## config.mk

```make
export PLATFORM = sky130hd
export DESIGN_NAME = dpct_host
export DESIGN_NICKNAME = d
export VERILOG_FILES = /design/src/rtl/dpct_pkg.sv /design/src/rtl/dpct_host.sv
export VERILOG_INCLUDE_DIRS = /design/src /design/src/rtl
export SDC_FILE = /design/constraint.sdc
export NUM_CORES = 1
export LEC_CHECK = 0
export BUFFER_PORTS_ARGS = -buffer_cell sky130_fd_sc_hd__buf_2
export CAP_MARGIN = 20
export CORE_MARGIN = 2
export CORE_UTILIZATION = 45
export DETAILED_ROUTE_END_ITERATION = 12
export RECOVER_POWER = 25
export SYNTH_ARGS = -nofsm -noshare
export SYNTH_HDL_FRONTEND = slang
export SYNTH_SLANG_ARGS = --single-unit
```

## constraint.sdc

```tcl
create_clock -name core_clk -period 15.65 [get_ports core_clk]
set_input_delay 0.7825 -clock core_clk [delete_from_list [all_inputs] [get_ports core_clk]]
set_output_delay 0.7825 -clock core_clk [all_outputs]
set_load 0.005 [all_outputs]
```

## src/rtl/dpct_cfg.svh

```systemverilog
// Offsets, encodings and timing constants of the bring-up sequencer
`ifndef DPCT_CFG_SVH
`define DPCT_CFG_SVH
// Software register byte addresses
`define DPCT_SW_CTRL      8'h00
`define DPCT_SW_CFG       8'h04
`define DPCT_SW_SPD       8'h08
`define DPCT_SW_LAT       8'h0C
`define DPCT_SW_RCV       8'h10
`define DPCT_SW_WRD       8'h14
`define DPCT_SW_STAT      8'h18
`define DPCT_SW_TURN      8'h1C
// Device register byte addresses
`define DPCT_DEV_MODE     8'h00
`define DPCT_DEV_COMP     8'h04
`define DPCT_DEV_PD       8'h08
`define DPCT_DEV_TIM      8'h0C
`define DPCT_DEV_TURN     8'h10
// Module type byte encodings
`define DPCT_SPD_DDR2     8'h08
`define DPCT_SPD_DDR3     8'h0B
// Memory clock codes
`define DPCT_FREQ_400     3'h2
// Compensation stop wait
`define DPCT_CLK_MHZ      100
`define DPCT_COMP_WAIT_NS 5000
`define DPCT_COMP_CYC     ((`DPCT_COMP_WAIT_NS * `DPCT_CLK_MHZ + 999) / 1000)
// Turnaround arithmetic
`define DPCT_TURN_ADD     9'sh003
`define DPCT_TURN_MAX     4'hF
`define DPCT_DDR2_LD      7'sh01
// Predriver code for each normalized drive strength
`define DPCT_PD_0         3'h1
`define DPCT_PD_1         3'h3
`define DPCT_PD_2         3'h5
`define DPCT_PD_3         3'h7
`define DPCT_PD_ZERO      3'h0
// Zero values for clearing the read data and the wait counter
`define DPCT_W32_ZERO     32'h0000_0000
`define DPCT_CNT_ZERO     16'h0000
`endif

```

## src/rtl/dpct_pkg.sv

```systemverilog
// Types of the bring-up sequencer: states, carriers, register layouts
package dpct_pkg;
	typedef enum logic [3:0] {
		DPCT_IDLE, DPCT_MODE, DPCT_COMP_OFF, DPCT_COMP_WAIT,
		DPCT_PREDRV, DPCT_TIMING, DPCT_TURN_MAX, DPCT_TRAIN_WAIT,
		DPCT_TURN_OPT, DPCT_COMP_ON
	} dpct_state_e;
	typedef struct packed {
		logic [7:0]  addr;
		logic [31:0] wdata;
		logic        wr;
		logic        rd;
	} dpct_sw_req_s;
	typedef struct packed {
		logic [7:0]  addr;
		logic [31:0] wdata;
		logic        wr;
	} dpct_dev_req_s;
	typedef struct packed {
		logic [29:0] rsv;
		logic        train_done;
		logic        start;
	} dpct_sw_ctrl_s;
	typedef struct packed {
		logic [23:0] rsv;
		logic        gang4_533;
		logic [1:0]  data_drive_strength;
		logic [1:0]  addr_cmd_drive_strength;
		logic [2:0]  target_freq;
	} dpct_sw_cfg_s;
	typedef struct packed {
		logic [20:0] rsv;
		logic [2:0]  freq_limit;
		logic [7:0]  mem_type;
	} dpct_sw_spd_s;
	typedef struct packed {
		logic [21:0] rsv;
		logic [4:0]  write_cas;
		logic [4:0]  read_cas;
	} dpct_lat_s;
	typedef struct packed {
		logic [21:0] rsv;
		logic        ddr3;
		logic        type_bad;
		logic        done;
		logic        train_wait;
		logic        busy;
		logic        pass;
		logic [3:0]  state;
	} dpct_sw_stat_s;
	typedef struct packed {
		logic [26:0] rsv;
		logic [2:0]  memory_clock;
		logic        ddr3_type_select;
		logic        legacy_route_select;
	} dpct_dev_mode_s;
	typedef struct packed {
		logic [30:0] rsv;
		logic        auto_comp_disable;
	} dpct_dev_comp_s;
	typedef struct packed {
		logic [13:0] rsv;
		logic [2:0]  data_b_p_predriver_code;
		logic [2:0]  data_b_n_predriver_code;
		logic [2:0]  data_a_p_predriver_code;
		logic [2:0]  data_a_n_predriver_code;
		logic [2:0]  addr_cmd_p_predriver_code;
		logic [2:0]  addr_cmd_n_predriver_code;
	} dpct_dev_pd_s;
	typedef struct packed {
		logic [15:0] rsv;
		logic [3:0]  read_write_turnaround;
		logic [3:0]  write_read_turnaround;
		logic [3:0]  write_write_turnaround;
		logic [3:0]  read_read_turnaround;
	} dpct_turn_s;
endpackage

```

## src/rtl/dpct_host.sv

```systemverilog
// Bring-up sequencer that programs the memory controller and its phy
`timescale 1ns/1ns
`include "dpct_cfg.svh"

module dpct_host #(
	parameter int NMOD = 4,
	parameter int DW   = 4
) (
	// Clock and reset
	input  wire logic                   core_clk,
	input  wire logic                   reset,
	// Software register port
	input  wire dpct_pkg::dpct_sw_req_s sw_req,
	output logic [31:0]                 sw_rdata,
	// Device register port
	output dpct_pkg::dpct_dev_req_s     dev_req
);
	import dpct_pkg::*;

	initial begin
		if (NMOD < 2 || NMOD * DW > 32 || DW < 1 || DW > 8)
			$error("dpct_host: unsupported NMOD or DW");
		// The wait counter is 16 bits wide
		if (`DPCT_COMP_CYC < 1 || `DPCT_COMP_CYC > 16'hFFFF)
			$error("dpct_host: compensation wait does not fit the counter");
	end

	typedef struct packed {
		dpct_state_e          st;
		logic                 pass;
		logic                 two_pass;
		logic                 ddr3;
		logic                 busy;
		logic                 train_wait;
		logic                 done;
		logic                 type_bad;
		logic [2:0]           freq;
		dpct_sw_cfg_s         cfg;
		dpct_sw_spd_s         spd;
		dpct_lat_s            lat;
		logic [NMOD*DW-1:0]   rcv;
		logic [NMOD*DW-1:0]   wrd;
		logic [15:0]          wcnt;
		dpct_turn_s           turn;
		logic [31:0]          rdata;
		dpct_dev_req_s        dev;
	} dpct_reg_s;

	localparam logic [15:0] COMP_LAST = 16'(`DPCT_COMP_CYC - 1);

	dpct_reg_s r_r;
	dpct_reg_s r_nxt;

	// Largest coarse delay over all modules
	function automatic logic [DW-1:0] max_of(input logic [NMOD*DW-1:0] v);
		logic [DW-1:0] m;
		m = v[DW-1:0];
		for (int i = 1; i < NMOD; i++) begin
			if (v[i*DW +: DW] > m)
				m = v[i*DW +: DW];
		end
		return m;
	endfunction

	// Smallest coarse delay over all modules
	function automatic logic [DW-1:0] min_of(input logic [NMOD*DW-1:0] v);
		logic [DW-1:0] m;
		m = v[DW-1:0];
		for (int i = 1; i < NMOD; i++) begin
			if (v[i*DW +: DW] < m)
				m = v[i*DW +: DW];
		end
		return m;
	endfunction

	// Largest delay of one kind minus smallest of the same or the other kind, never negative
	function automatic logic [DW-1:0] crit_diff(input logic [DW-1:0] hi,
			input logic [DW-1:0] lo);
		return (hi > lo) ? DW'(hi - lo) : '0;
	endfunction

	// Half difference rounded down, plus latency term, plus fixed gap
	function automatic logic [3:0] turn_calc(input logic [DW-1:0] critical_coarse_delay_diff,
			input logic signed [6:0] ld);
		logic signed [8:0] v;
		v = $signed(9'(critical_coarse_delay_diff >> 1)) + 9'(ld) + `DPCT_TURN_ADD;
		if (v < 0)
			return '0;
		else if (v > $signed(9'(`DPCT_TURN_MAX)))
			return `DPCT_TURN_MAX;
		else
			return 4'(v);
	endfunction

	// Table is fixed; a board with other pads needs new codes here
	function automatic logic [2:0] pd_code(input logic [1:0] strength);
		case (strength)
			2'h0:    return `DPCT_PD_0;
			2'h1:    return `DPCT_PD_1;
			2'h2:    return `DPCT_PD_2;
			default: return `DPCT_PD_3;
		endcase
	endfunction

	// One device write; the strobe drops again on the following cycle unless the next state writes too
	function automatic dpct_dev_req_s dev_write(input logic [7:0] a,
			input logic [31:0] d);
		dpct_dev_req_s q;
		q.addr  = a;
		q.wdata = d;
		q.wr    = 1'b1;
		return q;
	endfunction

	dpct_sw_ctrl_s     ctrl_w;
	dpct_dev_mode_s    mode_w;
	dpct_dev_comp_s    comp_w;
	dpct_dev_pd_s      pd_w;
	dpct_lat_s         tim_w;
	dpct_turn_s        turn_w;
	dpct_sw_stat_s     stat_w;
	logic signed [6:0] ld;
	logic [DW-1:0]     rcv_max;
	logic [DW-1:0]     rcv_min;
	logic [DW-1:0]     wrd_max;
	logic [DW-1:0]     wrd_min;
	logic              is_ddr2;
	logic              is_ddr3;
	logic [2:0]        freq_sel;

	always_comb begin
		r_nxt = r_r;
		r_nxt.dev.wr = 1'b0;
		ctrl_w = dpct_sw_ctrl_s'(sw_req.wdata);
		if (!(sw_req.wr && sw_req.addr == `DPCT_SW_CTRL))
			ctrl_w = '0;

		is_ddr2 = r_r.spd.mem_type == `DPCT_SPD_DDR2;
		is_ddr3 = r_r.spd.mem_type == `DPCT_SPD_DDR3;
		// Slower of requested clock and the module's cycle-time limit
		freq_sel = (r_r.cfg.target_freq < r_r.spd.freq_limit) ?
			r_r.cfg.target_freq : r_r.spd.freq_limit;

		// Latency difference, signed for DDR3
		if (r_r.ddr3)
			ld = $signed({2'h0, r_r.lat.read_cas}) -
				$signed({2'h0, r_r.lat.write_cas});
		else
			ld = `DPCT_DDR2_LD;

		rcv_max = max_of(r_r.rcv);
		rcv_min = min_of(r_r.rcv);
		wrd_max = max_of(r_r.wrd);
		wrd_min = min_of(r_r.wrd);

		mode_w = '0;
		mode_w.legacy_route_select = 1'b0;
		mode_w.ddr3_type_select = r_r.ddr3;
		mode_w.memory_clock = (r_r.two_pass && !r_r.pass) ?
			`DPCT_FREQ_400 : r_r.freq;

		comp_w = '0;

		pd_w = '0;
		pd_w.addr_cmd_n_predriver_code =
			pd_code(r_r.cfg.addr_cmd_drive_strength);
		pd_w.addr_cmd_p_predriver_code =
			pd_code(r_r.cfg.addr_cmd_drive_strength);
		if (r_r.cfg.gang4_533) begin
			pd_w.data_a_n_predriver_code = `DPCT_PD_ZERO;
			pd_w.data_a_p_predriver_code = `DPCT_PD_ZERO;
			pd_w.data_b_n_predriver_code = `DPCT_PD_ZERO;
			pd_w.data_b_p_predriver_code = `DPCT_PD_ZERO;
		end else begin
			pd_w.data_a_n_predriver_code =
				pd_code(r_r.cfg.data_drive_strength);
			pd_w.data_a_p_predriver_code =
				pd_code(r_r.cfg.data_drive_strength);
			pd_w.data_b_n_predriver_code =
				pd_code(r_r.cfg.data_drive_strength);
			pd_w.data_b_p_predriver_code =
				pd_code(r_r.cfg.data_drive_strength);
		end

		tim_w = '0;
		tim_w.read_cas = r_r.lat.read_cas;
		tim_w.write_cas = r_r.lat.write_cas;

		turn_w = '0;
		turn_w.read_read_turnaround =
			turn_calc(crit_diff(rcv_max, rcv_min), 7'sh00);
		turn_w.write_write_turnaround =
			turn_calc(crit_diff(wrd_max, wrd_min), 7'sh00);
		turn_w.write_read_turnaround =
			turn_calc(crit_diff(wrd_max, rcv_min), -ld);
		turn_w.read_write_turnaround =
			turn_calc(crit_diff(rcv_max, wrd_min), ld);

		stat_w = '0;
		stat_w.state = 4'(r_r.st);
		stat_w.pass = r_r.pass;
		stat_w.busy = r_r.busy;
		stat_w.train_wait = r_r.train_wait;
		stat_w.done = r_r.done;
		stat_w.type_bad = r_r.type_bad;
		stat_w.ddr3 = r_r.ddr3;

		// Configuration is frozen while a sequence runs
		if (sw_req.wr && !r_r.busy) begin
			case (sw_req.addr)
				`DPCT_SW_CFG: r_nxt.cfg = dpct_sw_cfg_s'(sw_req.wdata);
				`DPCT_SW_SPD: r_nxt.spd = dpct_sw_spd_s'(sw_req.wdata);
				`DPCT_SW_LAT: r_nxt.lat = dpct_lat_s'(sw_req.wdata);
				default: ;
			endcase
		end
		// Trained delays arrive while the sequencer waits for them
		if (sw_req.wr && sw_req.addr == `DPCT_SW_RCV)
			r_nxt.rcv = sw_req.wdata[NMOD*DW-1:0];
		if (sw_req.wr && sw_req.addr == `DPCT_SW_WRD)
			r_nxt.wrd = sw_req.wdata[NMOD*DW-1:0];

		// Read data last one cycle; idle cycles give zero
		r_nxt.rdata = `DPCT_W32_ZERO;
		if (sw_req.rd) begin
			case (sw_req.addr)
				`DPCT_SW_CFG:  r_nxt.rdata = 32'(r_r.cfg);
				`DPCT_SW_SPD:  r_nxt.rdata = 32'(r_r.spd);
				`DPCT_SW_LAT:  r_nxt.rdata = 32'(r_r.lat);
				`DPCT_SW_RCV:  r_nxt.rdata = 32'(r_r.rcv);
				`DPCT_SW_WRD:  r_nxt.rdata = 32'(r_r.wrd);
				`DPCT_SW_STAT: r_nxt.rdata = 32'(stat_w);
				`DPCT_SW_TURN: r_nxt.rdata = 32'(r_r.turn);
				default:       r_nxt.rdata = `DPCT_W32_ZERO;
			endcase
		end

		case (r_r.st)
			DPCT_IDLE: begin
				if (ctrl_w.start) begin
					// Type byte decides how the rest is read
					if (!is_ddr2 && !is_ddr3) begin
						r_nxt.type_bad = 1'b1;
					end else begin
						r_nxt.type_bad = 1'b0;
						r_nxt.ddr3 = is_ddr3;
						r_nxt.freq = freq_sel;
						r_nxt.two_pass = is_ddr3 &&
							freq_sel > `DPCT_FREQ_400;
						r_nxt.pass = 1'b0;
						r_nxt.done = 1'b0;
						r_nxt.busy = 1'b1;
						r_nxt.st = DPCT_MODE;
					end
				end
			end

			DPCT_MODE: begin
				// First write of every pass routes later accesses
				r_nxt.dev = dev_write(`DPCT_DEV_MODE, 32'(mode_w));
				r_nxt.st = DPCT_COMP_OFF;
			end

			DPCT_COMP_OFF: begin
				comp_w.auto_comp_disable = 1'b1;
				r_nxt.dev = dev_write(`DPCT_DEV_COMP, 32'(comp_w));
				r_nxt.wcnt = `DPCT_CNT_ZERO;
				r_nxt.st = DPCT_COMP_WAIT;
			end

			// Counts whole cycles, so the wait is never shorter than asked
			DPCT_COMP_WAIT: begin
				r_nxt.wcnt = r_r.wcnt + 16'h0001;
				if (r_r.wcnt == COMP_LAST)
					r_nxt.st = DPCT_PREDRV;
			end

			DPCT_PREDRV: begin
				// Codes land before any command leaves the controller
				r_nxt.dev = dev_write(`DPCT_DEV_PD, 32'(pd_w));
				r_nxt.st = DPCT_TIMING;
			end

			DPCT_TIMING: begin
				r_nxt.dev = dev_write(`DPCT_DEV_TIM, 32'(tim_w));
				r_nxt.st = DPCT_TURN_MAX;
			end

			// Safe gaps while the delays are still untrained
			DPCT_TURN_MAX: begin
				r_nxt.turn = '0;
				r_nxt.turn.read_read_turnaround = `DPCT_TURN_MAX;
				r_nxt.turn.write_write_turnaround = `DPCT_TURN_MAX;
				r_nxt.turn.write_read_turnaround = `DPCT_TURN_MAX;
				r_nxt.turn.read_write_turnaround = `DPCT_TURN_MAX;
				r_nxt.dev = dev_write(`DPCT_DEV_TURN,
					32'(r_nxt.turn));
				r_nxt.train_wait = 1'b1;
				r_nxt.st = DPCT_TRAIN_WAIT;
			end

			DPCT_TRAIN_WAIT: begin
				// Software trains the memory and reports the delays
				if (ctrl_w.train_done) begin
					r_nxt.train_wait = 1'b0;
					r_nxt.st = DPCT_TURN_OPT;
				end
			end

			DPCT_TURN_OPT: begin
				r_nxt.turn = turn_w;
				r_nxt.dev = dev_write(`DPCT_DEV_TURN, 32'(turn_w));
				r_nxt.st = DPCT_COMP_ON;
			end

			DPCT_COMP_ON: begin
				// Compensation returns at the end of every pass, the first of two included
				comp_w.auto_comp_disable = 1'b0;
				r_nxt.dev = dev_write(`DPCT_DEV_COMP, 32'(comp_w));
				if (r_r.two_pass && !r_r.pass) begin
					r_nxt.pass = 1'b1;
					r_nxt.st = DPCT_MODE;
				end else begin
					r_nxt.busy = 1'b0;
					r_nxt.done = 1'b1;
					r_nxt.st = DPCT_IDLE;
				end
			end

			default: begin
				r_nxt.busy = 1'b0;
				r_nxt.st = DPCT_IDLE;
			end
		endcase
	end

	// The device is trusted to hold gaps and freeze compensation itself
	always_ff @(posedge core_clk) begin
		if (reset) begin
			r_r <= '0;
			r_r.st <= DPCT_IDLE;
		end else begin
			r_r <= r_nxt;
		end
	end

	assign sw_rdata = r_r.rdata;
	assign dev_req = r_r.dev;

endmodule

```

After elaboration in Yosys (flattened, before gate mapping)
Index checks and enable logic that the tools add are counted.
{ "op_classes": {"bitwise": 3, "reduce_logical": 32, "n_eq_ne": 29, "n_lt_le_gt_ge": 26, "n_addsub": 13, "mux": 53} }
{ "op_table": {"columns": ["op", "n"], "rows": [
  ["$pmux W41 S7", 1],
  ["$pmux W32 S7", 1],
  ["$mux W4", 26],
  ["$pmux W32 S2", 1],
  ["$gt A4 B4 Y1", 10],
  ["$pmux W4 S10", 1],
  ["$eq A8 B4 Y1 const B", 4],
  ["$eq A8 B5 Y1 const B", 4],
  ["$pmux W16 S2", 1],
  ["$lt A4 B4 Y1", 6],
  ["$add A8 B3 Y9 const B", 2],
  ["$gt A9 B5 Y1 const B", 2],
  ["$lt A9 B1 Y1 const B", 2],
  ["$pmux W3 S3", 2],
  ["$add A16 B1 Y16 const B", 1],
  ["$add A4 B7 Y8", 2],
  ["$eq A16 B9 Y1 const B", 1],
  ["$eq A4 B3 Y1 const B", 4],
  ["$mux W8", 2],
  ["$reduce_and A4 Y1", 4],
  ["$sub A4 B4 Y4", 4],
  ["$mux W12", 1],
  ["$ne A2 B2 Y1 const B", 6],
  ["$reduce_and A2 Y1", 5],
  ["31 further kinds", 63]
]} }
{ "word_totals": {"input_bits": 44, "register_bits": 263} }

Depth between registers and ports, before layout
{ "depth": {"depth_word": 14, "ltp_mapped": 42, "depth_no_buf": 42} }

Worst setup path after synthesis
OpenSTA, ideal clock, no wires.
{ "synth_path": {"kind": "register to register", "startpoint": "register r_r[123] (netlist name)", "endpoint": "register r_r, in the netlist dev_req[11]", "t_required_ns": 15.498, "path_stages_with_launch": 32, "path_slack_ns": 8.727, "arrival_ns": 6.771, "cell_sequence": "dfxtp_1 inv_1 ha_1 and4_2 a21oi_4 mux2_2 ha_1 o21ai_0 a41oi_1 a21oi_1 mux2_2 ha_1 or2_2 maj3_2 o22a_1 buf_6 mux2i_1 ha_1 inv_1 fa_1 a21o_1 a21oi_1 a41oi_1 and2_1 ha_1 fa_1 a21oi_1 nand2_1 mux2i_1 a21oi_1 a21oi_1 a221oi_1"} }
{ "synth_between": {"elab_chain_cells": 14} }
{ "synth_rtl": {"columns": ["item", "line", "rtl"], "rows": [
  ["start: declaration", "dpct_host.sv:51", "dpct_reg_s r_r;"],
  ["start signal: assignment", "dpct_host.sv:343", "r_r <= r_nxt;"],
  ["$gt A4 B4 Y1", "dpct_host.sv:59", "if (v[i*DW +: DW] > m)"],
  ["$mux W4 *", "dpct_host.sv:59", null],
  ["$gt A4 B4 Y1", "dpct_host.sv:59", null],
  ["$mux W4 *", "dpct_host.sv:59", null],
  ["$gt A4 B4 Y1", "dpct_host.sv:59", null],
  ["$mux W4 *", "dpct_host.sv:59", null],
  ["$sub A4 B4 Y4 / $gt A4 B4 Y1 (equally long branches)", "dpct_host.sv:79", "return (hi > lo) ? DW'(hi - lo) : '0;"],
  ["$mux W4 *", "dpct_host.sv:79", null],
  ["$add A4 B7 Y8 *", "dpct_host.sv:86", "v = $signed(9'(critical_coarse_delay_diff >> 1)) + 9'(ld) + `DPCT_TURN_ADD;"],
  ["$add A8 B3 Y9 (no source line) *", null, null],
  ["$gt A9 B5 Y1", "dpct_host.sv:89", "else if (v > $signed(9'(`DPCT_TURN_MAX)))"],
  ["$mux W4", "dpct_host.sv:89", null],
  ["$mux W4 *", "dpct_host.sv:87", "if (v < 0)"],
  ["$pmux W41 S7 *", "dpct_host.sv:238", "case (r_r.st)"]
]} }
Mark *: on every way between the ends. The rest lies on a longest branch, timed or not. The select of a mux whose other input is x is not followed.
A chain may end at the register's enable or synchronous reset.

Worst setup path after layout
{ "layout_path": {"startpoint": "register r_r[122] (netlist name)", "endpoint": "register r_r[82] (netlist name)"} }
{ "layout_between": {"elab_chain_cells": 14} }
{ "layout_rtl": {"columns": ["item", "line"], "rows": [
  ["$gt A4 B4 Y1", "dpct_host.sv:59"],
  ["$mux W4 *", "dpct_host.sv:59"],
  ["$gt A4 B4 Y1", "dpct_host.sv:59"],
  ["$mux W4 *", "dpct_host.sv:59"],
  ["$gt A4 B4 Y1", "dpct_host.sv:59"],
  ["$mux W4 *", "dpct_host.sv:59"],
  ["$sub A4 B4 Y4 / $gt A4 B4 Y1 (equally long branches)", "dpct_host.sv:79"],
  ["$mux W4 *", "dpct_host.sv:79"],
  ["$add A4 B7 Y8 *", "dpct_host.sv:86"],
  ["$add A8 B3 Y9 (no source line) *", null],
  ["$gt A9 B5 Y1", "dpct_host.sv:89"],
  ["$mux W4", "dpct_host.sv:89"],
  ["$mux W4 *", "dpct_host.sv:87"],
  ["$pmux W32 S2 *", "dpct_host.sv:238"]
]} }
Marks and branches as above.

==> impl_metrics.env <==
export IMPL_timing_max_cap_violations=3
export IMPL_timing_critical_path_to_type="flip-flop"
export IMPL_antenna_violating_nets_post_route=0
export IMPL_totalWireLength_mm=37.4
export IMPL_h_tree_depth=1
export IMPL_worst_pin_slew_ns=3.41
export IMPL_worstReg2RegEnd="r_r[82]"
export IMPL_detail_route_wl_per_cell_um=18.9
export IMPL_syn_inst=1587
export IMPL_initial_core_util=0.454
export IMPL_hold_viol=0
export IMPL_worstRegToRegCells=31
export IMPL_initialDrtViolationCount=1189
export IMPL_detail_route_first_pass_iterations=8
export IMPL_irDropWorstVdd_v=0.0000706
export IMPL_post_synth_cell_area_avg_sq_um=7.90
export IMPL_relSlewSlack=-1.28
export IMPL_dp_final_hpwl_mm=26.1
export IMPL_post_synth_instance_area_sq_um=12500
export IMPL_p_leak_nw=4.85
export IMPL_detail_route_vias_per_cell=5.64
export IMPL_setup_viol=0
export IMPL_worstSkewPairLatency_ns=0.53
export IMPL_timing_max_transition_violations_final=199
export IMPL_status="complete, but fails checks"
export IMPL_post_synth_edffs=0
export IMPL_postSynth_topFlopCell="sky130_fd_sc_hd__dfxtp_1"
export IMPL_cpPeakStageDelay_ns=0.52
export IMPL_cellInternalPower_w=0.000970
export IMPL_place_detailed_instances=1932
export IMPL_worstSetupPathType="flip-flop to flip-flop"
export IMPL_finClkSkew_ns=0.0155
export IMPL_synth_seq_cells=228
export IMPL_asyncSetResetFlopFracSynth=0
export IMPL_timing_hold_worst_endpoint="r_r[172]"
export IMPL_share_comb_of_total_power=0.072
export IMPL_vias=11200
export IMPL_setup_total_negative_slack_ns=0
export IMPL_globalRoute_totalOverflow=0
export IMPL_timing_hold_worst_class="flip-flop to flip-flop"
export IMPL_finalCriticalPeriod_ns=7.94
export IMPL_critPathArrivalTime_ns=8.20
export IMPL_cts_buffers_inserted=26
export IMPL_crit_slowest_cell="sky130_fd_sc_hd__a21oi_1"
export IMPL_clock_tree_buffer_depth=3
export IMPL_first_global_vias=10600
export IMPL_reg2reg_from="r_r[122]"
export IMPL_yosysSeqAreaShare=0.364
export IMPL_tritoncts_clock_tree="built"
export IMPL_timing_fmax_mhz=126
export IMPL_critical_path_peak_fanout=8
export IMPL_initial_antenna_violation_count=1
export IMPL_cts_root_buffer="sky130_fd_sc_hd__clkbuf_16"
export IMPL_grt_first_pass_wirelength_mm=58.2
export IMPL_grt_setup_unrepaired="false"
export IMPL_power_density_nw_per_um2=94.3
export IMPL_worst_r2r_setup_slack_ns=7.71
export IMPL_clock_sink_count=228
export IMPL_clk_pin_slew_worst_paths_ns=0.06
export IMPL_place_congestion=0.926
export IMPL_clock_power_share=0.457
export IMPL_worst_hold_path_num_cells=2
export IMPL_finalCritPeriodShare=0.507
export IMPL_io_pins=117
export IMPL_power_switching_w=0.000314
export IMPL_postCtsHoldBufs=0
export IMPL_number_of_nets_in_the_finished_design=1713
export IMPL_grtUsageTotal=0.253
export IMPL_final_layout_size_suffix_gt1_frac=0.0876
export IMPL_synth_warnings=0
export IMPL_critPathRequiredTime_ns=15.91
export IMPL_area_growth_synth_to_final_pct=8.47
export IMPL_critPathLaunchType="flip-flop"
export IMPL_die_w_um=171
export IMPL_failed_checks="max-capacitance violations, max-slew violations"
export IMPL_switching_share=0.244
export IMPL_startpoint_of_the_lowest_slack_hold_path="r_r[172]"
export IMPL_io_buffers=97
export IMPL_drc=0
export IMPL_synth_distinct_cells=75
export IMPL_seqPwrFrac=0.471
export IMPL_grt_start_max_net_pins=72
export IMPL_die_area_sq_um=29200
export IMPL_core_area_sq_um=27600
export IMPL_rows=61
export IMPL_die_h_um=171
export IMPL_postCtsResizedCells=0
export IMPL_finish_cell_count_without_fillers=1977
export IMPL_post_cts_repair_setup_buffers=0
==> cells by family after synthesis <==
| family | count (synthesis) | share of synthesized area |
|---|---|---|
| AOI/OAI and AO/OA | 428 | 0.215 |
| muxes | 41 | 0.0343 |
| other | 1 | 0.000299 |
| and+or+nand+nor | 544 | 0.185 |
| buffers and inverters | 232 | 0.0920 |
| xor gates and xnor gates | 25 | 0.0175 |
| adders and majority gates | 88 | 0.0919 |
| DFF | 228 | 0.364 |
==> worst max path at each step <==
stage / from / slack (ns) / to
floorplan: r_r[123] / 8.73 / dev_req[11]
global placement: r_r[123] / 8.21 / dev_req[11]
detailed placement: r_r[122] / 7.98 / r_r[83]
CTS: r_r[122] / 7.94 / r_r[82]
global route: r_r[123] / 7.31 / r_r[82]
finish: r_r[122] / 7.71 / r_r[82]
==> cells in the final DEF (no fill, tap or decap), types with 5 or more instances in the layout <==
master | netlist | routed
sky130_fd_sc_hd__and2_1 | 7 | 7
sky130_fd_sc_hd__clkbuf_16 | 0 | 27
sky130_fd_sc_hd__o21ai_0 | 46 | 46
sky130_fd_sc_hd__conb_1 | 1 | 19
sky130_fd_sc_hd__xor2_1 | 11 | 11
sky130_fd_sc_hd__mux2_2 | 8 | 8
sky130_fd_sc_hd__a41oi_1 | 6 | 6
sky130_fd_sc_hd__nand2b_1 | 13 | 13
sky130_fd_sc_hd__clkbuf_1 | 87 | 50
sky130_fd_sc_hd__nand4_1 | 6 | 6
sky130_fd_sc_hd__and3_1 | 9 | 9
sky130_fd_sc_hd__a31oi_1 | 25 | 25
sky130_fd_sc_hd__fa_1 | 7 | 7
sky130_fd_sc_hd__buf_4 | 73 | 13
sky130_fd_sc_hd__a21oi_1 | 202 | 202
sky130_fd_sc_hd__a21o_1 | 14 | 14
sky130_fd_sc_hd__a22oi_1 | 44 | 44
sky130_fd_sc_hd__a311oi_1 | 5 | 5
sky130_fd_sc_hd__o21bai_1 | 5 | 5
sky130_fd_sc_hd__nor2_1 | 88 | 86
sky130_fd_sc_hd__dfxtp_1 | 228 | 228
sky130_fd_sc_hd__inv_1 | 69 | 69
sky130_fd_sc_hd__a222oi_1 | 24 | 24
sky130_fd_sc_hd__ha_1 | 80 | 80
sky130_fd_sc_hd__a211oi_1 | 12 | 12
sky130_fd_sc_hd__nor3_1 | 30 | 28
sky130_fd_sc_hd__mux2i_1 | 30 | 30
sky130_fd_sc_hd__buf_2 | 1 | 53
sky130_fd_sc_hd__xnor2_1 | 14 | 14
sky130_fd_sc_hd__clkbuf_8 | 0 | 7
sky130_fd_sc_hd__nand3_1 | 14 | 14
sky130_fd_sc_hd__nand2_1 | 336 | 335
sky130_fd_sc_hd__nor2b_1 | 12 | 12
==> area by class of cell <==
cell class	instances	area [sq um]
fillers	2747	14000
multi-input cells	1145	6950
flip-flops and latches	228	4560
clock buffers	39	791
repair buffers	112	536
well taps	378	473
inverters	69	259
clock inverters	5	27.5
diodes	1	2.50
==> critical path, delay by kind of cell (launching register included) <==
| kind | cells | cell delay (ns) |
|---|---|---|
| compound gates | 13 | 2.67 |
| fa+ha+maj | 8 | 2.51 |
| buf+inv | 2 | 0.13 |
| flops | 1 | 0.41 |
| mux | 4 | 1.26 |
| simple gates | 4 | 0.70 |
==> cell usage after synthesis (3+ instances only) <==
cell type	instances	area share
sky130_fd_sc_hd__nand2_1	336	0.10
sky130_fd_sc_hd__and2_1	7	0.0035
sky130_fd_sc_hd__xnor2_1	14	0.0098
sky130_fd_sc_hd__o221ai_1	4	0.0028
sky130_fd_sc_hd__nand2b_1	13	0.0065
sky130_fd_sc_hd__dfxtp_1	228	0.36
sky130_fd_sc_hd__a211oi_1	12	0.0072
sky130_fd_sc_hd__nor2_1	88	0.026
sky130_fd_sc_hd__nand3b_1	3	0.0018
sky130_fd_sc_hd__or3_1	3	0.0015
sky130_fd_sc_hd__o21bai_1	5	0.0030
sky130_fd_sc_hd__a222oi_1	24	0.019
sky130_fd_sc_hd__fa_1	7	0.011
sky130_fd_sc_hd__a21oi_1	202	0.081
sky130_fd_sc_hd__nand4_1	6	0.0030
sky130_fd_sc_hd__a31oi_1	25	0.012
sky130_fd_sc_hd__nor4_1	7	0.0035
sky130_fd_sc_hd__nor3_1	30	0.012
sky130_fd_sc_hd__nor2b_1	12	0.0060
sky130_fd_sc_hd__a21o_1	14	0.0084
sky130_fd_sc_hd__a41o_1	3	0.0024
sky130_fd_sc_hd__and3_1	9	0.0045
sky130_fd_sc_hd__mux2_2	8	0.0072
sky130_fd_sc_hd__a311oi_1	5	0.0035
sky130_fd_sc_hd__inv_1	69	0.021
sky130_fd_sc_hd__mux2i_1	30	0.024
sky130_fd_sc_hd__nor4b_1	3	0.0021
sky130_fd_sc_hd__a22oi_1	44	0.026
sky130_fd_sc_hd__xor2_1	11	0.0077
sky130_fd_sc_hd__a221oi_1	4	0.0028
sky130_fd_sc_hd__buf_4	73	0.044
sky130_fd_sc_hd__o211ai_1	3	0.0018
sky130_fd_sc_hd__a41oi_1	6	0.0042
sky130_fd_sc_hd__or2_2	4	0.0020
sky130_fd_sc_hd__nand3_1	14	0.0056
sky130_fd_sc_hd__o21ai_0	46	0.018
sky130_fd_sc_hd__ha_1	80	0.080
sky130_fd_sc_hd__o21a_1	3	0.0018
sky130_fd_sc_hd__clkbuf_1	87	0.026
==> layer usage <==
layer,part of all wire,global-route usage,vias to the layer above,routed length (um)
met4,0.049,0.108,0,1820
met2,0.46,0.427,389,17300
met3,0.062,0.0409,96,2310
li1,-,-,5438,-
met1,0.43,0.322,5230,15900
met5,0,0,-,0
==> power groups by stage <==
stage,logic [W],clock network [W],registers (W)
after global routing,0.000104,0.000622,0.000606
after detailed placement,0.0000952,0,0.000617
final,0.0000925,0.000586,0.000604
after CTS,0.0000954,0.000597,0.000604
after floorplan,0.0000788,0,0.000610
after global placement,0.0000947,0,0.000617
==> sequential cells by signal (all words and copies together) (netlist names) <==
signal,cells
dev_req,22
mode_w,1
r_r,173
sw_rdata,32
==> stage by stage <==
stage                     area (sq um)  setup slack [ns]  hold slack [ns]  utilization  power [W]
after floorplan                  12600              8.73            0.431            -   0.000689
after global placement           12800              8.21            0.438        0.465   0.000711
after detailed placement         12800              7.98            0.443        0.465   0.000712
after CTS                        13700              7.94            0.451        0.495    0.00130
after global routing             13600              7.31            0.467        0.492    0.00133
final                            13600              7.71            0.450        0.492    0.00128
No activity file was read; power rests on OpenSTA's default activity.
